===== config.mk =====
export PLATFORM = sky130hd
export DESIGN_NAME = cg_fll_clock_gen
export DESIGN_NICKNAME = d
export VERILOG_FILES = /design/src/common/cg_pkg.sv /design/src/verilog/cg_fll_clock_gen.sv
export SDC_FILE = /design/constraint.sdc
export NUM_CORES = 1
export LEC_CHECK = 0
export ABC_AREA = 1
export BUFFER_PORTS_ARGS = -buffer_cell sky130_fd_sc_hd__buf_2
export CORE_AREA = 2 2 162 164
export DETAILED_ROUTE_END_ITERATION = 8
export DIE_AREA = 0 0 164 166
export RECOVER_POWER = 100
export SYNTH_ARGS = -nofsm -noshare
export SYNTH_HDL_FRONTEND = slang
export SYNTH_SLANG_ARGS = --single-unit

===== constraint.sdc =====
create_clock -name clk_sys -period 7.2 [get_ports clk_sys]
set_input_delay 0 -clock clk_sys [delete_from_list [all_inputs] [get_ports clk_sys]]
set_output_delay 0 -clock clk_sys [all_outputs]
set_load 0.02 [all_outputs]

===== src/common/cg_pkg.sv =====
// Package of constants and types for the FLL clock generator configuration block.
package cg_pkg;
    // ****************************************
    // Register map and reset values
    // ****************************************
    localparam logic [2:0] ADDR_CTRL1 = 3'h0;
    localparam logic [2:0] ADDR_CTRL2 = 3'h1;
    localparam logic [2:0] ADDR_STAT1 = 3'h2;
    localparam logic [2:0] ADDR_STAT2 = 3'h3;
    localparam logic [2:0] ADDR_FILT_HI = 3'h4;
    localparam logic [2:0] ADDR_FILT_LO = 3'h5;
    localparam logic [2:0] ADDR_TRIM = 3'h6;
    localparam logic [7:0] CTRL1_RST = 8'h00;
    localparam logic [7:0] CTRL2_RST = 8'h00;
    localparam logic [11:0] FILTER_RST = 12'ha3e;
    localparam logic [7:0] TRIM_RST = 8'h80;
    // ****************************************
    // Status field positions
    // ****************************************
    localparam int S1_MODE_HI = 7;
    localparam int S1_MODE_LO = 6;
    localparam int S1_REF_EXT = 5;
    localparam int S1_CLK_LOST = 4;
    localparam int S1_LOCKED = 3;
    localparam int S1_LOCK_LOST = 2;
    localparam int S1_IRQ = 0;
    localparam int S2_OSC_STABLE = 0;
    // ****************************************
    // Clock mode codes
    // ****************************************
    localparam logic [1:0] MODE_SELF = 2'h0;
    localparam logic [1:0] MODE_LPINT = 2'h1;
    localparam logic [1:0] MODE_BYPX = 2'h2;
    localparam logic [1:0] MODE_LPEXT = 2'h3;
    // ****************************************
    // Timing
    // ****************************************
    localparam int CLK_MHZ = 50;
    localparam int IREF_KHZ = 243;
    localparam int IREF_NOM_CYC = CLK_MHZ * 1000 / IREF_KHZ;
    localparam int IREF_DIV = 7;
    localparam int PRESCALE_LOW = 64;
    localparam int PRESCALE_HIGH = 1;
    localparam int LOC_TIME_US = 200;
    localparam int LOC_CYC = LOC_TIME_US * CLK_MHZ;
    localparam int MODE_SETTLE_CYC = 4;
    localparam int LOCK_TOL = 4;
    localparam int OSC_STABLE_EDGES = 16;
    // ****************************************
    // Types
    // ****************************************
    typedef struct packed {
        logic gain_hi;
        logic range_hi;
        logic ext_sel;
        logic [1:0] mode_sel;
        logic osc_keep;
        logic loss_off;
        logic unused0;
    } cg_ctrl1_s;
    typedef struct packed {
        logic lock_rst_en;
        logic [2:0] mul_code;
        logic loss_rst_en;
        logic [2:0] div_code;
    } cg_ctrl2_s;
    typedef struct packed {
        logic [2:0] addr;
        logic [7:0] wdata;
        logic wr;
        logic rd;
    } cg_bus_s;
    typedef enum logic [0:0] {
        SETTLE_IDLE,
        SETTLE_WAIT
    } cg_settle_e;
endpackage


===== src/verilog/cg_fll_clock_gen.sv =====
// FLL clock generator: configuration registers, digital DCO model, loop and status.
// Operation
// - After reset run self-clocked, about 8 MHz out and 4 MHz bus.
// - Control one bit 7 selects oscillator gain; 0 means low power.
// - Control one bit 6 picks range; 0 gives prescale 64, 1 gives 1 in external loop mode only.
// - Control one bit 5 set requests the crystal oscillator as reference.
// - Control one bits 4:3 pick mode; 11 external loop, 01 internal loop.
// - Control one bit 2 clear lets the oscillator be disabled.
// - Control one bit 1 clear keeps loss-of-clock detection active.
// - Control one bit 0 always reads zero.
// - Control two bit 7 clear makes lock loss raise an interrupt request.
// - Control two bits 6:4 give multiplier; 000 is 4, 011 is 10.
// - Control two bit 3 clear makes clock loss raise an interrupt request.
// - Control two bits 2:0 give divider; 000 is 1, 001 is 2.
// - External loop output equals reference times P times N over R.
// - Internal loop output equals internal reference over 7, times 64, N, over R.
// - Status one is read only; writing 1 to its interrupt flag clears it and both loss flags.
// - Filter holds 12 bits, top four read zero; loop adjusts it when engaged.
// - Trim holds 8 bits adjusting only the internal oscillator.
// - Untrimmed internal reference period stays within 25 percent of nominal.
// - Multiplier codes 100-111 give 12-18; divider codes 010-111 give 4-128.
// - Gain select takes only one write after reset.
// - Mode status follows a new mode select only after several cycles.
`timescale 1ns/1ns
`default_nettype none
module cg_fll_clock_gen
    import cg_pkg::*;
#(
    parameter int LOC_TIMEOUT = LOC_CYC,
    parameter int ACC_W = 16
) (
    input wire logic clk_sys,
    input wire logic rstn,
    input wire logic ce,
    input wire logic [2:0] addr,
    input wire logic [7:0] wdata,
    input wire logic wr_stb,
    input wire logic rd_stb,
    output logic [7:0] rdata,
    input wire logic ext_ref_pin,
    output logic generator_output_clock,
    output logic bus_clock,
    output logic oscillator_enable,
    output logic high_gain_select,
    output logic osc_range_high,
    output logic irq_req,
    output logic reset_req
);
    // ****************************************
    // Decode functions
    // ****************************************
    function automatic logic [4:0] mult_factor(input logic [2:0] code);
        mult_factor = 5'(4 + 2 * int'(code));
    endfunction

    function automatic logic [7:0] div_factor(input logic [2:0] code);
        div_factor = 8'h01 << code;
    endfunction

    // ****************************************
    // Register bus
    // ****************************************
    cg_bus_s bus;
    cg_ctrl1_s ctrl1_ff;
    cg_ctrl2_s ctrl2_ff;
    logic gain_written_ff;
    logic [11:0] filter_ff;
    logic [7:0] trim_ff;
    logic [7:0] rdata_ff;
    logic [7:0] stat1;
    logic [7:0] stat2;
    logic wr_c1;
    logic wr_c2;
    logic wr_s1;

    assign bus = '{addr: addr, wdata: wdata, wr: wr_stb, rd: rd_stb};
    assign wr_c1 = ce && bus.wr && bus.addr == ADDR_CTRL1;
    assign wr_c2 = ce && bus.wr && bus.addr == ADDR_CTRL2;
    assign wr_s1 = ce && bus.wr && bus.addr == ADDR_STAT1;

    always_ff @(posedge clk_sys or negedge rstn) begin
        if (!rstn) begin
            ctrl1_ff <= cg_ctrl1_s'(CTRL1_RST);
            gain_written_ff <= 1'b0;
        end else if (wr_c1) begin
            ctrl1_ff.range_hi <= bus.wdata[6];
            ctrl1_ff.ext_sel <= bus.wdata[5];
            ctrl1_ff.mode_sel <= bus.wdata[4:3];
            ctrl1_ff.osc_keep <= bus.wdata[2];
            ctrl1_ff.loss_off <= bus.wdata[1];
            ctrl1_ff.unused0 <= 1'b0;
            gain_written_ff <= 1'b1;
            if (!gain_written_ff) begin
                ctrl1_ff.gain_hi <= bus.wdata[7];
            end
        end
    end

    always_ff @(posedge clk_sys or negedge rstn) begin
        if (!rstn) begin
            ctrl2_ff <= cg_ctrl2_s'(CTRL2_RST);
        end else if (wr_c2) begin
            ctrl2_ff <= cg_ctrl2_s'(bus.wdata);
        end
    end

    always_ff @(posedge clk_sys or negedge rstn) begin
        if (!rstn) begin
            trim_ff <= TRIM_RST;
        end else if (ce && bus.wr && bus.addr == ADDR_TRIM) begin
            trim_ff <= bus.wdata;
        end
    end

    always_ff @(posedge clk_sys or negedge rstn) begin
        if (!rstn) begin
            rdata_ff <= 8'h00;
        end else if (ce && bus.rd) begin
            case (bus.addr)
                ADDR_CTRL1: rdata_ff <= {ctrl1_ff[7:1], 1'b0};
                ADDR_CTRL2: rdata_ff <= ctrl2_ff;
                ADDR_STAT1: rdata_ff <= stat1;
                ADDR_STAT2: rdata_ff <= stat2;
                ADDR_FILT_HI: rdata_ff <= {4'h0, filter_ff[11:8]};
                ADDR_FILT_LO: rdata_ff <= filter_ff[7:0];
                ADDR_TRIM: rdata_ff <= trim_ff;
                default: rdata_ff <= 8'h00;
            endcase
        end
    end

    assign rdata = rdata_ff;

    // ****************************************
    // Mode status settling
    // ****************************************
    cg_settle_e settle_ff;
    logic [2:0] settle_cnt_ff;
    logic [1:0] mode_ff;

    always_ff @(posedge clk_sys or negedge rstn) begin
        if (!rstn) begin
            settle_ff <= SETTLE_IDLE;
            settle_cnt_ff <= 3'h0;
            mode_ff <= MODE_SELF;
        end else if (ce) begin
            case (settle_ff)
                SETTLE_IDLE: begin
                    if (ctrl1_ff.mode_sel != mode_ff) begin
                        settle_ff <= SETTLE_WAIT;
                        settle_cnt_ff <= 3'h0;
                    end
                end
                SETTLE_WAIT: begin
                    if (settle_cnt_ff == 3'(MODE_SETTLE_CYC - 1)) begin
                        mode_ff <= ctrl1_ff.mode_sel;
                        settle_ff <= SETTLE_IDLE;
                    end else begin
                        settle_cnt_ff <= settle_cnt_ff + 3'h1;
                    end
                end
                default: settle_ff <= SETTLE_IDLE;
            endcase
        end
    end

    // ****************************************
    // External reference synchroniser
    // ****************************************
    logic ext_s1_ff;
    logic ext_s2_ff;
    logic ext_s3_ff;
    logic ext_rise;
    logic ext_edge;

    always_ff @(posedge clk_sys or negedge rstn) begin
        if (!rstn) begin
            ext_s1_ff <= 1'b0;
            ext_s2_ff <= 1'b0;
            ext_s3_ff <= 1'b0;
        end else if (ce) begin
            ext_s1_ff <= ext_ref_pin;
            ext_s2_ff <= ext_s1_ff;
            ext_s3_ff <= ext_s2_ff;
        end
    end

    assign ext_rise = ext_s2_ff && !ext_s3_ff;
    assign ext_edge = ext_s2_ff != ext_s3_ff;

    // ****************************************
    // Internal reference, trimmed
    // ****************************************
    localparam int IREF_W = 10;
    logic [IREF_W-1:0] iref_cnt_ff;
    logic [IREF_W-1:0] iref_period;
    logic iref_tick;
    logic [2:0] iref_div_ff;
    logic int_window;

    // Trim spans about +-15 percent around nominal, inside the guaranteed band.
    assign iref_period = IREF_W'(IREF_NOM_CYC - 32) + IREF_W'(trim_ff[7:2]);
    assign iref_tick = iref_cnt_ff == iref_period - IREF_W'(1);
    assign int_window = iref_tick && iref_div_ff == 3'(IREF_DIV - 1);

    always_ff @(posedge clk_sys or negedge rstn) begin
        if (!rstn) begin
            iref_cnt_ff <= '0;
            iref_div_ff <= 3'h0;
        end else if (ce) begin
            iref_cnt_ff <= iref_tick ? '0 : iref_cnt_ff + IREF_W'(1);
            if (int_window) begin
                iref_div_ff <= 3'h0;
            end else if (iref_tick) begin
                iref_div_ff <= iref_div_ff + 3'h1;
            end
        end
    end

    // ****************************************
    // Digital DCO
    // ****************************************
    logic [ACC_W-1:0] acc_ff;
    logic [ACC_W-1:0] nxt_acc;
    logic dco_tick;

    assign nxt_acc = acc_ff + ACC_W'({filter_ff, 2'b00});
    assign dco_tick = nxt_acc[ACC_W-1] != acc_ff[ACC_W-1];

    always_ff @(posedge clk_sys or negedge rstn) begin
        if (!rstn) begin
            acc_ff <= '0;
        end else if (ce) begin
            acc_ff <= nxt_acc;
        end
    end

    // ****************************************
    // Frequency locked loop
    // ****************************************
    logic engaged;
    logic window_end;
    logic [12:0] tick_cnt_ff;
    logic [12:0] target;
    logic [6:0] prescale;
    logic signed [14:0] err;
    logic locked_ff;
    logic lock_lost_evt;

    assign engaged = mode_ff == MODE_LPEXT || mode_ff == MODE_LPINT;
    assign prescale = (mode_ff == MODE_LPEXT && ctrl1_ff.range_hi) ? 7'(PRESCALE_HIGH) : 7'(PRESCALE_LOW);
    // Two ticks per DCO period, so the window target is twice P times N.
    assign target = 13'(2 * int'(prescale) * int'(mult_factor(ctrl2_ff.mul_code)));
    assign window_end = (mode_ff == MODE_LPEXT) ? ext_rise : int_window;
    assign err = 15'(signed'({2'b00, tick_cnt_ff})) - 15'(signed'({2'b00, target}));

    always_ff @(posedge clk_sys or negedge rstn) begin
        if (!rstn) begin
            tick_cnt_ff <= '0;
        end else if (ce) begin
            if (window_end) begin
                tick_cnt_ff <= 13'(dco_tick);
            end else if (dco_tick && tick_cnt_ff != 13'h1fff) begin
                tick_cnt_ff <= tick_cnt_ff + 13'h1;
            end
        end
    end

    always_ff @(posedge clk_sys or negedge rstn) begin
        if (!rstn) begin
            filter_ff <= FILTER_RST;
        end else if (ce) begin
            if (engaged && window_end) begin
                if (err < 0 && filter_ff != 12'hfff) begin
                    filter_ff <= filter_ff + 12'h1;
                end else if (err > 0 && filter_ff != 12'h000) begin
                    filter_ff <= filter_ff - 12'h1;
                end
            end else if (!engaged && bus.wr && bus.addr == ADDR_FILT_HI) begin
                filter_ff[11:8] <= bus.wdata[3:0];
            end else if (!engaged && bus.wr && bus.addr == ADDR_FILT_LO) begin
                filter_ff[7:0] <= bus.wdata;
            end
        end
    end

    assign lock_lost_evt = ce && engaged && window_end && locked_ff && (err > LOCK_TOL || err < -LOCK_TOL);

    always_ff @(posedge clk_sys or negedge rstn) begin
        if (!rstn) begin
            locked_ff <= 1'b0;
        end else if (ce) begin
            if (!engaged) begin
                locked_ff <= 1'b0;
            end else if (window_end) begin
                locked_ff <= err <= LOCK_TOL && err >= -LOCK_TOL;
            end
        end
    end

    // ****************************************
    // Oscillator stability and loss of clock
    // ****************************************
    localparam int LOC_W = $clog2(LOC_TIMEOUT + 1);
    logic [LOC_W-1:0] loc_cnt_ff;
    logic [4:0] stable_cnt_ff;
    logic osc_stable;
    logic ext_used;
    logic clk_lost_evt;

    assign ext_used = ctrl1_ff.ext_sel && ctrl1_ff.mode_sel[1];
    assign osc_stable = stable_cnt_ff == 5'(OSC_STABLE_EDGES);
    assign clk_lost_evt = ce && ext_used && !ctrl1_ff.loss_off && loc_cnt_ff == LOC_W'(LOC_TIMEOUT - 1);

    always_ff @(posedge clk_sys or negedge rstn) begin
        if (!rstn) begin
            loc_cnt_ff <= '0;
            stable_cnt_ff <= 5'h00;
        end else if (ce) begin
            if (ext_rise || !ext_used) begin
                loc_cnt_ff <= '0;
            end else if (loc_cnt_ff != LOC_W'(LOC_TIMEOUT)) begin
                loc_cnt_ff <= loc_cnt_ff + LOC_W'(1);
            end
            if (!oscillator_enable || clk_lost_evt) begin
                stable_cnt_ff <= 5'h00;
            end else if (ext_rise && !osc_stable) begin
                stable_cnt_ff <= stable_cnt_ff + 5'h01;
            end
        end
    end

    // ****************************************
    // Events, status flags and requests
    // ****************************************
    logic clk_lost_ff;
    logic lock_lost_ff;
    logic irq_ff;
    logic reset_req_ff;
    logic clr_irq;

    assign clr_irq = wr_s1 && bus.wdata[S1_IRQ];

    always_ff @(posedge clk_sys or negedge rstn) begin
        if (!rstn) begin
            clk_lost_ff <= 1'b0;
            lock_lost_ff <= 1'b0;
            irq_ff <= 1'b0;
        end else if (ce) begin
            if (clk_lost_evt) begin
                clk_lost_ff <= 1'b1;
            end else if (clr_irq) begin
                clk_lost_ff <= 1'b0;
            end
            if (lock_lost_evt) begin
                lock_lost_ff <= 1'b1;
            end else if (clr_irq) begin
                lock_lost_ff <= 1'b0;
            end
            if ((clk_lost_evt && !ctrl2_ff.loss_rst_en) || (lock_lost_evt && !ctrl2_ff.lock_rst_en)) begin
                irq_ff <= 1'b1;
            end else if (clr_irq) begin
                irq_ff <= 1'b0;
            end
        end
    end

    always_ff @(posedge clk_sys or negedge rstn) begin
        if (!rstn) begin
            reset_req_ff <= 1'b0;
        end else if (ce) begin
            reset_req_ff <= (clk_lost_evt && ctrl2_ff.loss_rst_en) || (lock_lost_evt && ctrl2_ff.lock_rst_en);
        end
    end

    always_comb begin
        stat1 = 8'h00;
        stat1[S1_MODE_HI:S1_MODE_LO] = mode_ff;
        stat1[S1_REF_EXT] = ctrl1_ff.ext_sel;
        stat1[S1_CLK_LOST] = clk_lost_ff;
        stat1[S1_LOCKED] = locked_ff;
        stat1[S1_LOCK_LOST] = lock_lost_ff;
        stat1[S1_IRQ] = irq_ff;
        stat2 = 8'h00;
        stat2[S2_OSC_STABLE] = osc_stable;
    end

    // ****************************************
    // Output divider and bus clock
    // ****************************************
    logic [7:0] rdiv_cnt_ff;
    logic out_clk_ff;
    logic bus_clk_ff;
    logic src_tick;

    // Bypassed external mode takes ticks straight from the reference edges.
    assign src_tick = (mode_ff == MODE_BYPX) ? ext_edge : dco_tick;

    always_ff @(posedge clk_sys or negedge rstn) begin
        if (!rstn) begin
            rdiv_cnt_ff <= 8'h00;
            out_clk_ff <= 1'b0;
            bus_clk_ff <= 1'b0;
        end else if (ce && src_tick) begin
            if (rdiv_cnt_ff >= div_factor(ctrl2_ff.div_code) - 8'h01) begin
                rdiv_cnt_ff <= 8'h00;
                out_clk_ff <= !out_clk_ff;
                if (!out_clk_ff) begin
                    bus_clk_ff <= !bus_clk_ff;
                end
            end else begin
                rdiv_cnt_ff <= rdiv_cnt_ff + 8'h01;
            end
        end
    end

    assign generator_output_clock = out_clk_ff;
    assign bus_clock = bus_clk_ff;
    assign irq_req = irq_ff;
    assign reset_req = reset_req_ff;
    assign high_gain_select = ctrl1_ff.gain_hi && ctrl1_ff.ext_sel;
    assign osc_range_high = ctrl1_ff.range_hi;
    assign oscillator_enable = ctrl1_ff.ext_sel && (ctrl1_ff.mode_sel[1] || ctrl1_ff.osc_keep);
endmodule
`default_nettype wire


Yosys cells after proc, flatten, opt, wreduce, memory -nomap -nowiden
Cells that the tools add are included.
{"block": "classes", "addsub": 15, "shift": 1, "n_bitwise": 3, "reduce_logical": 77, "muxes": 32, "magnitude_cmp": 7, "n_eq_ne": 25, "multipliers": 1, "n_div": 0}
{"cell": "case mux 8 bit (7 select lines)", "count": 1}
{"cell": "two-way mux 12 bit", "count": 3}
{"cell": "logical AND 1 bit", "count": 34}
{"cell": "two-way mux 14 bit", "count": 2}
{"cell": "two-way mux 13 bit", "count": 2}
{"cell": "two-way mux 8 bit", "count": 3}
{"cell": "AND reduction 2 bit", "count": 10}
{"cell": "nonzero test 2 bit", "count": 9}
{"cell": "adder 16 x 14 -> 16 bit", "count": 1}
{"cell": "adder 14 x 1 -> 14 bit (second input constant)", "count": 1}
{"cell": "== test 14 bit (second input constant)", "count": 1}
{"cell": "greater-or-equal comparator 14 x 3 -> 1 bit (second input constant)", "count": 1}
{"cell": "> comparator 14 x 1 -> 1 bit (second input constant)", "count": 1}
{"cell": "> comparator 14 x 4 -> 1 bit (second input constant)", "count": 1}
{"cell": "<= comparator 14 x 4 -> 1 bit (second input constant)", "count": 1}
{"cell": "< comparator 14 x 1 -> 1 bit (second input constant)", "count": 1}
{"cell": "< comparator 14 x 3 -> 1 bit (second input constant)", "count": 1}
{"cell": "!= test 14 bit (second input constant)", "count": 1}
{"cell": "subtractor 13 x 13 -> 14 bit", "count": 1}
{"cell": "adder 13 x 1 -> 13 bit (second input constant)", "count": 1}
{"cell": "!= test 13 bit (second input constant)", "count": 1}
{"cell": "adder 12 x 1 -> 12 bit (second input constant)", "count": 1}
{"cell": "== test 3 bit (second input constant)", "count": 4}
{"cell": "multiplier 7 x 5 -> 12 bit", "count": 1}
{"cell": "other kinds (38)", "count": 78}
{"block": "word_totals", "mem_count": 0, "out_inout_bits": 15, "word_cells": 196, "inputBits": 17, "ram_bits": 0, "reg_bits": 129, "mem_bits_ro": 0, "latchBits": 0}

Longest topological paths before layout
Gate-level depths: netlist of the first run.
{"block": "depth", "word_depth": 12, "ltp_mapped": 26, "mapped_depth_nobuf": 26}

Worst setup path after synthesis of the first run
OpenSTA, ideal clock, no wires.
{"block": "synth_timing", "path_type": "flip-flop to flip-flop", "startpoint": "register mode_ff[1]", "endpoint": "register filter_ff[11]", "synth_period_minus_slack_ns": 3.310, "required_time_ns": 7.140, "n_path_buf": 0, "arrival_time_ns": 3.249, "path_slack_ns": 3.890, "path_stages_with_launch": 26, "setup_time_ns": 0.060, "path_cell_list": "dfrtp_1 -> nand2_1 -> inv_1 -> nand2_1 -> inv_1 -> nand2_1 -> ha_1 -> nand2_1 -> nand2_1 -> inv_1 -> nand2_1 -> nand3_1 -> nand4_1 -> ha_1 -> nand2_1 -> inv_1 -> nand2_1 -> nand3_1 -> and3_1 -> nor2_1 -> nand3_1 -> nand2_1 -> nand3_1 -> nand2_1 -> nand4_1 -> nand2_1"}
{"block": "synth_between", "elab_chain_len": 9, "elab_cells_between_ends": 21, "cone_classes": "add/sub (1); mul (1); order compare (2); eq/ne (3); mux (4); reduce/logical (10)"}
{"element": "start, declared", "line_no": "cg_fll_clock_gen.sv:139", "source": "logic [1:0] mode_ff;"}
{"element": "start signal, assigned", "line_no": "cg_fll_clock_gen.sv:156", "source": "mode_ff <= ctrl1_ff.mode_sel;"}
{"element": "== test 2 bit", "line_no": "cg_fll_clock_gen.sv:250, cg_fll_clock_gen.sv:251, cg_fll_clock_gen.sv:254"}
{"element": "logical AND 1 bit", "line_no": "cg_fll_clock_gen.sv:251", "source": "assign prescale = (mode_ff == MODE_LPEXT && ctrl1_ff.range_hi) ? 7'(PRESCALE_HIGH) : 7'(PRESCALE_LOW);"}
{"element": "two-way mux 7 bit", "line_no": "cg_fll_clock_gen.sv:251"}
{"element": "multiplier 7 x 5 -> 12 bit", "line_no": "cg_fll_clock_gen.sv:253", "source": "assign target = 13'(2 * int'(prescale) * int'(mult_factor(ctrl2_ff.mul_code)));"}
{"element": "subtractor 13 x 13 -> 14 bit", "line_no": "cg_fll_clock_gen.sv:255", "source": "assign err = 15'(signed'({2'b00, tick_cnt_ff})) - 15'(signed'({2'b00, target}));"}
{"element": "< comparator 14 x 1 -> 1 bit / > comparator 14 x 1 -> 1 bit (equally long branches)", "line_no": "cg_fll_clock_gen.sv:274, cg_fll_clock_gen.sv:276"}
{"element": "logical AND 1 bit, on equally long branches", "line_no": "cg_fll_clock_gen.sv:274, cg_fll_clock_gen.sv:276"}
{"element": "!= test 3 x 1 -> 1 bit (no source line) / two-way mux 12 bit (equally long branches)"}
{"element": "AND reduction 3 bit (no source line) / two-way mux 12 bit (equally long branches)"}
{"element": "end signal, assigned", "line_no": "cg_fll_clock_gen.sv:275", "source": "filter_ff <= filter_ff + 12'h1;"}
{"element": "end signal, assigned", "line_no": "cg_fll_clock_gen.sv:277", "source": "filter_ff <= filter_ff - 12'h1;"}
{"element": "end signal, assigned", "line_no": "cg_fll_clock_gen.sv:280", "source": "filter_ff[11:8] <= bus.wdata[3:0];"}
{"element": "end, declared", "line_no": "cg_fll_clock_gen.sv:67", "source": "logic [11:0] filter_ff;"}
Several ways; a longest one is shown, not always the timed one.
A chain may end at the register's enable or synchronous reset.

Worst setup path in the final report of the first run
{"block": "layout_timing", "startpoint": "register mode_ff[0]", "endpoint": "register filter_ff[11]"}
Same word-level chain as after synthesis.

==> run summary, run 1 <==
The run finished, with violations left. The final reports fail on max-capacitance violations, max-slew violations. The final global-route overflow total came out at 0. The clock-pin slew on the worst setup and hold paths came out at 0.06 ns.

The cell with the largest stage delay on the worst path is dfrtp_1. The total core area came out at between 0.02 and 0.03 mm2. The post-detailed-route wirelength per cell came out at approximately 15 um. The row count is 59. In the layout the commonest cells are 358 x nand2_1, 164 x inv_1, 118 x dfrtp_1. The DRC marker count from the first detailed-route iteration came out at roughly 580. In the synthesized netlist the async set-or-reset flop fraction comes to 100%. The synthesized design contains 0 enable-type register cells.

The power density relative to cell area is between 300 and 400 mW/mm2. At the end of routability-driven placement, the weighted congestion stood at about 0.9. The required time at the worst-slack endpoint came out at between 7 and 8 ns. The routed layout has just over 8000 vias.

The net count of the finished layout came out at approximately 1300. The number of optimization iterations in the first detailed-route pass is 5. The total CTS buffers is 17.

The number of maximum-capacitance constraint violations came out at 4. The fraction of layout instances using a drive strength above 1 is 6.89%. The critical path is of the reg2reg type. The total half-perimeter wirelength after legalization and detailed placement came out at about 18000 um. Including well taps, the total number of placed cells is about 1600. Yosys attributes the largest share of cell area to dfrtp_1 34%, nand2_1 15%, ha_1 7.7%, inv_1 7.0%, nand3_1 4.9%.

The slack of the critical path is around 2.7 ns. The final hold violation count came out at 0. The max-slew violation total from the final report came out at 176.

The post-layout instance area came out at 0.00988 mm2. The flop and latch count out of synthesis is between 100 and 150. Wires add up to around 24000 um. The via count of the first global-routing pass is between 7000 and 8000.

The signed area change from the synthesized netlist to the final layout is 12.9%. The post-synthesis instance total came out at ~1200. The total setup violations reported at the end of the flow came out at 0.

Buffers inserted to repair hold after CTS numbered 10. The post-route setup TNS came out at 0 ns. The most frequently used flop master after synthesis is dfrtp_1.

Final hold analysis gives a worst-case slack of approximately 0.065 ns. In this run the clock root is driven by a clkbuf_16. The worst setup path is launched from a flip-flop. The post-detailed-placement cell area is 0.00925 mm2.

The count of yosys warnings during synthesis came out at 0. The post-detailed-route count of antenna-violating nets is 0. The pin count of the biggest net entering global routing came out at about 70. The worst hold path belongs to the class in2reg. The overall die area is 0.0272 mm2. The tightest slew margin relative to the limit is -128%.

The final clock period utilization by the worst path came out at a little over three fifths. The number of clock sinks is 126. The largest clock skew in the final design came out at approximately 0.014 ns. The cell repeated most along the worst path is nand2_1. Synthesis instantiated 52 different standard cells from the library. After detailed routing, the number of remaining DRC violations is 0.

The largest incremental delay on the critical path came out at between 0.7 and 0.8 ns. For the pin with the worst max-slew slack, the measured transition is roughly 3.4 ns. During placement, the flow inserted port buffers numbering 31.

The maximum clock rate is 220 MHz. Setup repair after global routing left no endpoint under its margin. The height of the die came out at between 150 and 200 um.

The initial core utilization is between 30% and 40%. The worst voltage drop across the vdd grid is roughly 0.19 mV. The first-pass GRT wire length is about 39000 um. The maximum level of the CTS H-tree came out at 4. The number of antenna violations at the first check in global routing is 0.

The worst setup path is captured at a flip-flop. Each instance of the synthesized netlist takes up on average about 7.2 um2. The clock latency of the later-clocked register in the worst-skew pair came out at 0.42 ns. Global routing used between 15 and 20% of the available tracks. The total leakage power is 4.85 nW. The TritonCTS clock tree is done. The buffering stage count on the worst path with inverters included came out at 4.

The die extent in x is 164 um. Timing analysis after detailed placement gives a worst setup slack of 2.79 ns. Leaving out filler cells and counting taps, the final layout contains roughly 1600. Buffers added to address setup during post-CTS repair amount to 0. Leaving out fill and tap cells, the most frequent cell in the layout is nand2_1. The post-synth net total is between 1000 and 1500. The antenna diode count is 0. Summing every instance area after synthesis gives 0.00875 mm2. The maximum buffer depth of the clock tree came out at 2.

The largest fanout on the critical path is 20. The number of ports placed on the die boundary came out at 32. The data arrival time at the worst-slack endpoint came out at 4.89 ns. After detailed routing, the number of vias per cell comes to 5.00.

The time the worst path needs with I/O delays and setup is roughly 4.5 ns. The top cell type by area accounts for roughly a third of the synthesized area. Grouping stages by cell kind, the critical path spends the most delay in simple AND/OR/NAND/NOR gates. Summing the sequential cell areas from Yosys gives a little over a third of the chip area. The cell type with the highest aggregate area in the netlist is dfrtp_1. Post-CTS repair changed the size of 0 cells.
cells in the mapped netlist (3+ instances only):
master and instances:
o211ai_1 4, o21bai_1 3, o21ai_0 80, a21oi_1 45, nand2_2 4, nand4_1 28
nor4_1 8, inv_1 163, o22ai_1 7, nor2_2 4, clkbuf_1 13, nand3_2 5
nand2_1 356, nor2_1 81, nand3_1 85, xor2_1 22, o221ai_1 3, nor3_1 28
a221oi_1 4, inv_2 14, nor3b_1 6, ha_1 54, nor3_2 3, xnor2_1 12
buf_2 7, dfstp_2 8, dfrtp_1 118, o31ai_1 11, a31oi_1 10, a21o_1 3
nand3b_1 6
power by group:
group | leakage [nW] | internal [mW] | switching, mW | total [mW]
sequential | 1.56 | 0.932 | 0.275 | 1.21
combinational | 3.01 | 0.650 | 1.12 | 1.77
clock | 0.284 | 0.502 | 0.364 | 0.866
total | 4.85 | 2.08 | 1.76 | 3.85
registers in the layout, indices dropped and copies added, names as in the netlist, 3 cells and up:
signal         flops
acc_ff            13
ctrl1_ff           6
ctrl2_ff           8
filter_ff         12
iref_cnt_ff       10
iref_div_ff        3
loc_cnt_ff        14
rdata              8
rdiv_cnt_ff        8
settle_cnt_ff      3
stable_cnt_ff      5
tick_cnt_ff       13
trim_ff            8
routing by layer:
metal	GRT usage (%)	vias to the layer above	part of all wire (%)
li1	-	4115	-
met1	23.6	3773	47
met2	30.3	145	48
met3	2.87	22	3.5
met4	5.30	0	1.9
met5	0	-	0
cell families after synthesis:
kind of cell,after synthesis,synth area share (%)
buffers and inverters,200,8.81
and+or+nand+nor,624,31.4
AOI/OAI and AO/OA,182,12.1
other,1,0.0428
xor gates and xnor gates,34,3.40
DFF,126,36.1
adders and majority gates,56,8.18
metrics by stage:
stage / total power [mW] / utilization, %
final: 3.85 / 38.6
after global routing: 4.19 / 38.6
after CTS: 3.87 / 38.8
after detailed placement: 2.98 / 36.1
after global placement: 2.97 / 36.1
after floorplan: 2.51 / -
final cells by class:
class,count,area [um2]
fill,2640,15700
clock buffer,19,453
inverter,178,668
tap,335,419
multi-input combinational,897,4800
clock inverter,13,130
timing repair buffer,44,248
sequential,126,3160
worst min-delay path: stages:
cell	delay, ns
buf_2	0.08
nand2_1	0.21
nand2_1	0.12
nand2_1	0.05
final timing paths:
check | slack (ns) | cells past startpoint | start | end
max in group asynchronous | 2.77 | 3 | rstn | ext_s2_ff$_DFFE_PN0P_
setup reg to reg | 2.66 | 25 | mode_ff[0]$_DFFE_PN0P_ | filter_ff[11]$_DFFE_PN1P_
setup / recovery | 2.66 | 25 | mode_ff[0]$_DFFE_PN0P_ | filter_ff[11]$_DFFE_PN1P_
hold / removal | 0.06 | 4 | rd_stb | rdata[3]$_DFFE_PN0P_
hold reg to reg | 0.48 | 2 | acc_ff[2]$_DFFE_PN0P_ | acc_ff[2]$_DFFE_PN0P_
min in group asynchronous | 1.27 | 2 | rstn | bus_clock$_DFFE_PN0P_
Note: power is estimated with default switching activity, not from simulation.
==> run 2, diff against run 1 <==
==> constraint.sdc (replaced) <==
create_clock -name clk_sys -period 4.1 [get_ports clk_sys]
set_input_delay 0 -clock clk_sys [delete_from_list [all_inputs] [get_ports clk_sys]]
set_output_delay 0 -clock clk_sys [all_outputs]
set_load 0.02 [all_outputs]
==> run summary, run 2 (same netlist as run 1, synthesis figures left out) <==
The analysis attributes to cell leakage a power of slightly below 5 nW. The fraction of layout instances using a drive strength above 1 is under 10%. The clock latency of the later-clocked register in the worst-skew pair is about 0.43 ns. In this run the cell area measured after placement is just over 0.009 mm2. The wire length reported by the detailed router is roughly 23000 um. The largest clock skew in the final design is 0.0152 ns. The worst slack at placement is approximately 0.096 ns. After detailed routing, the number of remaining DRC violations is 0. The switching part of the total power is 45.7%.

The global routing usage on met3 is between 2 and 3%. The total CTS buffers came out at 17. Global routing used a little under 30% of the available met2 tracks. The post-layout instance area came out at 0.00990 mm2. The final critical path takes up 88.4% of the cycle. Using the TritonRoute via totals, the vias-per-cell ratio works out to 5.03. In the layout the commonest cells are 358 x nand2_1, 164 x inv_1, 118 x dfrtp_1. The slack of the critical path is around 0.47 ns. After the first detailed-routing iteration, the DRC count stood at 600. The power density relative to cell area came out at slightly below 700 mW/mm2.

The total setup violations reported at the end of the flow came out at 0. TritonCTS built the clock tree. The number of ports placed on the die boundary is 32. The vias after detailed routing came out at between 8000 and 9000. The number of maximum-capacitance constraint violations came out at 1. The via count of the first global-routing pass is 7830.

The largest fanout on the critical path came out at 13. The routed design could run at a clock period as short as between 3 and 4 ns. For this run, the detailed router's first-pass iteration total came to 5.

The maximum buffer depth of the clock tree came out at 2. The total half-perimeter wirelength after legalization and detailed placement came out at about 17000 um. The clock group share of total power came out at 22.7%. The net switching power of the design is 3.09 mW.

The height of the die came out at roughly 170 um. Relative to the synthesized area, the layout overhead comes to 13.1%. The routing layer with the top usage in global route is met2. Once the floorplan was initialized, standard cells occupied 34.2% of the core.

The library cell used most frequently in the layout, excluding fill and tap cells, is nand2_1. The combinational fraction of design power is around 47%. The max-slew violation total from the final report is 98. The tightest slew margin relative to the limit is -73.0%. Counting the fill cells in the layout gives 2656. The register with the most flip-flops in the final layout is loc_cnt_ff. The worst voltage drop across the vdd grid came out at 0.352 mV. The met1 usage is between 20% and 30%. The maximum level of the CTS H-tree is 4. The floorplan has between 50 and 60 rows. The CTS root buffer is clkbuf_16. The number of clock sinks came out at 126. The final hold violation count is 0.

The maximum clock rate came out at approximately 280 MHz. The run finished, with violations left. The global-route usage over all layers is about 18%.

The data arrival time at the worst-slack endpoint came out at roughly 4.0 ns. For the worst setup path, the data required time is ~4.5 ns. The slew at the pin closest to its max-slew limit came out at ~2.6 ns.

The post-CTS resize count is 0. The critical path is of the reg2reg type. The net count of the finished layout came out at 1340. In the final layout, the multi-input gates occupy approximately 0.0048 mm2. The placer congestion estimate is between 0.8 and 0.9. Once detail routing completed, the nets flagged for antenna violations numbered 0. The completed layout was analyzed and its total power is between 6 and 7 mW.

The clock-pin slew on the worst setup and hold paths came out at around 0.060 ns. The largest registers in the layout are loc_cnt_ff: 14 flops, acc_ff: 13 flops, tick_cnt_ff: 13 flops. The internal power of the cells is around 3.7 mW. The post-route setup TNS is 0 ns. The final reports fail on max-capacitance violations, max-slew violations.

The first-pass GRT wire length came out at around 40000 um. The area taken by flip-flops and latches is approximately 0.0032 mm2. The number of buffer cells added on primary ports is 31. The die covers roughly 0.027 mm2. The worst setup path is captured at a flip-flop. The total core area came out at roughly 0.026 mm2. The worst setup path is launched from a flip-flop.

The sequential cell fraction of total power came out at a little under a third. Global routing finished with a remaining overflow of 0. The number of antenna violations at the first check in global routing is 0.

Setup repair after global routing left no endpoint under its margin. Entering global routing, the biggest net connects 98 pins. The post-detailed-route wirelength per cell came out at around 14 um.

Measured along the x axis, the die boundary spans approximately 160 um. The worst-case hold slack is ~0.035 ns. The antenna diode count is 0.

The path class of the tightest hold or removal check is in2reg. The flip-flop count of the largest register, all copies and words added is 14.
run 2: cell types whose count changed in the layout (fill, tap and decap cells not counted), sizes merged:
cell      previous run  this run
buf                 15        18
clkinvlp             2         3
clkbuf              38        37
clkinv               7         3
inv                181       185
run 2: timing repair:
item,in CTS,in global routing
endpoints found under the setup margin,0,9
endpoints found under the hold margin,115,0
setup buffers,0,2
hold buffers,10,0
run 2: power by group through the flow:
stage | sequential [mW] | clock [mW] | combinational (mW)
3_3_place_gp | 2.08 | 0 | 3.10
3_5_place_dp | 2.09 | 0 | 3.13
5_1_grt | 2.11 | 1.62 | 3.64
6_report | 2.07 | 1.53 | 3.15
2_1_floorplan | 1.95 | 0 | 2.45
4_1_cts | 2.07 | 1.56 | 3.16
run 2: critical path: stages, from the launching register on:
cell     delay (ns)
dfrtp_1        0.43
nand2_1        0.12
inv_1          0.08
nand2_1        0.14
inv_1          0.13
nand2_1        0.07
ha_1           0.34
nand2_1        0.11
nor2_1         0.18
nand3_1        0.14
nand4_1        0.12
buf_4          0.21
ha_1           0.31
nand2_1        0.09
inv_1          0.06
nand2_1        0.05
nand3_1        0.13
and3_1         0.18
nor2_1         0.15
nand3_1        0.10
nand2_1        0.07
nand3_1        0.07
nand2_1        0.07
nand4_1        0.09
nand2_1        0.12
run 2: final timing paths:
check                                       startpoint                                  to  slack, ns  depth (start not counted)
worst max register to register  mode_ff[1]$_DFFE_PN0P_           filter_ff[11]$_DFFE_PN1P_       0.47                         24
worst max-delay path            mode_ff[1]$_DFFE_PN0P_           filter_ff[11]$_DFFE_PN1P_       0.47                         24
max in group asynchronous                         rstn               ext_s3_ff$_DFFE_PN0P_       1.39                          3
worst min-delay path                           addr[1]                rdata[0]$_DFFE_PN0P_       0.04                          5
min in group asynchronous                         rstn  generator_output_clock$_DFFE_PN0P_       0.87                          2
worst min register to register   ext_s1_ff$_DFFE_PN0P_               ext_s1_ff$_DFFE_PN0P_       0.47                          2
run 2: area by class of cell:
cell class / instances / share of cell area (%)
clock buffer: 18 / 4.44
sequential: 126 / 32.0
clock inverter: 14 / 1.49
tap: 335 / 4.24
multi-input combinational: 897 / 48.4
inverter: 178 / 6.75
timing repair buffer: 47 / 2.77
run 2: per-stage QoR:
| step | std cells | util, % |
|---|---|---|
| 2_1_floorplan | 1223 | - |
| 3_3_place_gp | 1571 | 36.2 |
| 3_5_place_dp | 1571 | 36.2 |
| 4_1_cts | 1613 | 38.8 |
| 5_1_grt | 1615 | 38.6 |
| 6_report | 1615 | 38.6 |
run 2: per-layer routing:
metal | vias to the layer above | part of all wire [%]
met3 | 37 | 4.0
met4 | 0 | 2.5
li1 | 4121 | -
met1 | 3755 | 47
met2 | 214 | 47
met5 | - | 0
==> run 3, diff against run 2 <==
--- a/config.mk
+++ b/config.mk
@@ -7,9 +7,10 @@
 export LEC_CHECK = 0
 export ABC_AREA = 1
 export BUFFER_PORTS_ARGS = -buffer_cell sky130_fd_sc_hd__buf_2
-export CORE_AREA = 2 2 162 164
+export CORE_AREA = 2 2 136 138
 export DETAILED_ROUTE_END_ITERATION = 8
-export DIE_AREA = 0 0 164 166
+export DIE_AREA = 0 0 138 140
+export PLACE_DENSITY = 0.68
 export RECOVER_POWER = 100
 export SYNTH_ARGS = -nofsm -noshare
 export SYNTH_HDL_FRONTEND = slang
==> run summary, run 3 (same netlist as run 1, synthesis figures left out) <==
The most common cell after layout, fill and taps aside is nand2_1. Post-CTS repair changed the size of 0 cells. In this run the standard cell core region covers around 0.018 mm2. In this run the worst path has a maximum fanout of 12.

The register with the most flip-flops in the layout has 14 of them. The final clock period utilization by the worst path is 87.2%. The total leakage power is just under 5 nW.

The maximum clock rate is between 200 and 300 MHz. The flow ran to the end, but the final reports show violations. In this run the tightest slew margin relative to its limit is -68.0%. The first-pass GRT wire length is between 30000 and 40000 um. The height of the die is approximately 140 um.

The category of the worst setup path launch point is a flip-flop. The signed area change from the synthesized netlist to the final layout came out at 11.9%. The post-detailed-route count of antenna-violating nets is 0. The pin count of the biggest net entering global routing came out at 99. At the worst endpoint, the arrival time is just under 4 ns.

The slack of the critical path is 0.527 ns. The global-route usage over all layers is 24.4%. The antenna diode count came out at 0. Detailed routing inserted a total of 8159 vias. The wire length reported by the detailed router is between 20000 and 25000 um. For this design, the sink count on the clock tree is ~130. The number of antenna violations at the first check in global routing is 0.

The layout filler cell count came out at ~1700. The clock-pin slew on the worst setup and hold paths came out at ~0.060 ns. The slew at the pin closest to its max-slew limit is 2.52 ns. The final hold violation count is 0. Before CTS, the worst setup slack after placement is 0.174 ns. The post-detailed-route wirelength per cell came out at between 15 and 20 um. The post-layout instance area came out at 0.00979 mm2.

The die is approximately 140 um wide. The H-tree generated during clock tree synthesis spans 4 levels. The fraction of layout instances using a drive strength above 1 is 6.80%.

The register with the most flip-flops in the final layout is loc_cnt_ff. The largest clock skew in the final design came out at between 0.007 and 0.008 ns. The maximum buffer depth of the clock tree came out at 2. The critical path starts at mode_ff[1]$_DFFE_PN0P_. The final reports fail on max-capacitance violations, max-slew violations. The DRC marker count from the first detailed-route iteration came out at around 660. STA classifies the critical path endpoint as a flip-flop. The via density per instance came out at 5.41.

The row count is slightly below 50. The DRC violation count after routing came out at 0. The time the worst path needs with I/O delays and setup came out at between 3 and 4 ns. The worst hold path begins at addr[1]. The final global-route overflow total is 0. The largest registers in the layout are loc_cnt_ff: 14 flops, acc_ff: 13 flops, tick_cnt_ff: 13 flops.

The clock latency of the later-clocked register in the worst-skew pair came out at 0.42 ns. The net count of the finished layout is 1340. The placer congestion estimate is ~0.95. The max-slew violation total from the final report is 99. The first detailed-routing pass took 8 iterations.

Setup violations remaining at the end of the flow were counted as 0. The power density relative to cell area is between 600 and 700 mW/mm2. For this run, the share of the core covered by cells in the final layout is a little under three fifths. The post-detailed-placement cell area came out at slightly above 0.009 mm2. Port buffering added 31 buffers. The min-delay analysis places its worst path in the category in2reg. The total CTS buffers came out at 17. Leaving out fill and tap cells, the most frequent cells in the layout are 358 x nand2_1, 165 x inv_1, 118 x dfrtp_1. The startpoint identified for the worst register-to-register timing path is mode_ff[1]$_DFFE_PN0P_. The total half-perimeter wirelength after legalization and detailed placement came out at 16600 um.

The die covers 0.0193 mm2. The tool flagged a number of max-cap violations equal to 1. The startpoint-to-endpoint class of the critical path is reg2reg. The TritonCTS clock tree is done. Setup total negative slack on the finished layout was measured at 0 ns. The via count of the first global-routing pass is a little under 8000.

The worst voltage drop across the vdd grid is roughly 0.4 mV. The number of ports placed on the die boundary came out at 32. The tree is rooted in a clkbuf_16. The initial core utilization is between 40% and 50%. The required time at the worst-slack endpoint is approximately 4.5 ns.
## run 3: repair_timing
item                                    CTS  global route
hold endpoints to repair                118             0
hold buffers                             10             0
setup buffers                             0             3
endpoints found under the setup margin    0             9
## run 3: final timing paths
check / end / slack [ns] / cells after the start
min in group asynchronous: tick_cnt_ff[4]$_DFFE_PN0P_ / 0.88 / 2
max in group asynchronous: clk_lost_ff$_DFFE_PN0P_ / 1.41 / 3
worst max-delay path: filter_ff[6]$_DFFE_PN0P_ / 0.53 / 23
worst max register to register: filter_ff[6]$_DFFE_PN0P_ / 0.53 / 23
worst min-delay path: rdata[0]$_DFFE_PN0P_ / 0.05 / 5
worst min register to register: ext_s1_ff$_DFFE_PN0P_ / 0.47 / 2
## run 3: metal layers
layer,vias to the layer above,wire length [um],global-route usage (%)
met4,0,607,7.84
met3,50,1320,4.34
met2,233,10600,40.9
met1,3760,10200,32.3
li1,4116,-,-
met5,-,0,0
## run 3: metrics by stage
step / hold WS (ns) / std cells / power, mW
2_1_floorplan: -0.296 / 1223 / 4.40
3_3_place_gp: 0.174 / 1464 / 5.17
3_5_place_dp: 0.183 / 1464 / 5.20
4_1_cts: 0.0407 / 1506 / 6.84
5_1_grt: 0.0791 / 1509 / 7.48
6_report: 0.0541 / 1509 / 6.83
## run 3: critical path: stages (launching register included)
cell	delay [ns]
dfrtp_1	0.41
nand2_1	0.11
inv_1	0.08
nand2_1	0.13
inv_1	0.12
nand2_1	0.07
ha_1	0.33
nand2_1	0.10
nand2_1	0.06
inv_1	0.07
nand2_1	0.07
nand3_1	0.13
nand4_1	0.11
buf_4	0.20
buf_4	0.15
fa_1	0.43
nand3_1	0.10
nand2_1	0.10
a21oi_1	0.20
xnor2_1	0.17
nand3_1	0.10
nand2_1	0.08
nand4_1	0.09
nand2_1	0.10
## run 3: report_power, final
| part | switching (mW) | internal [mW] | total, mW | leakage (nW) |
|---|---|---|---|---|
| clock network | 0.593 | 0.992 | 1.59 | 0.293 |
| logic | 2.00 | 1.15 | 3.15 | 3.01 |
| registers | 0.452 | 1.64 | 2.09 | 1.56 |
| total | 3.04 | 3.78 | 6.83 | 4.87 |
## run 3: cell type report
class / count / area (um2) / share of cell area (%)
clock inverter: 12 / 161 / 1.65
timing repair buffer: 47 / 277 / 2.82
sequential: 126 / 3160 / 32.3
clock buffer: 20 / 457 / 4.66
tap: 229 / 287 / 2.93
inverter: 178 / 668 / 6.82
multi-input combinational: 897 / 4780 / 48.8
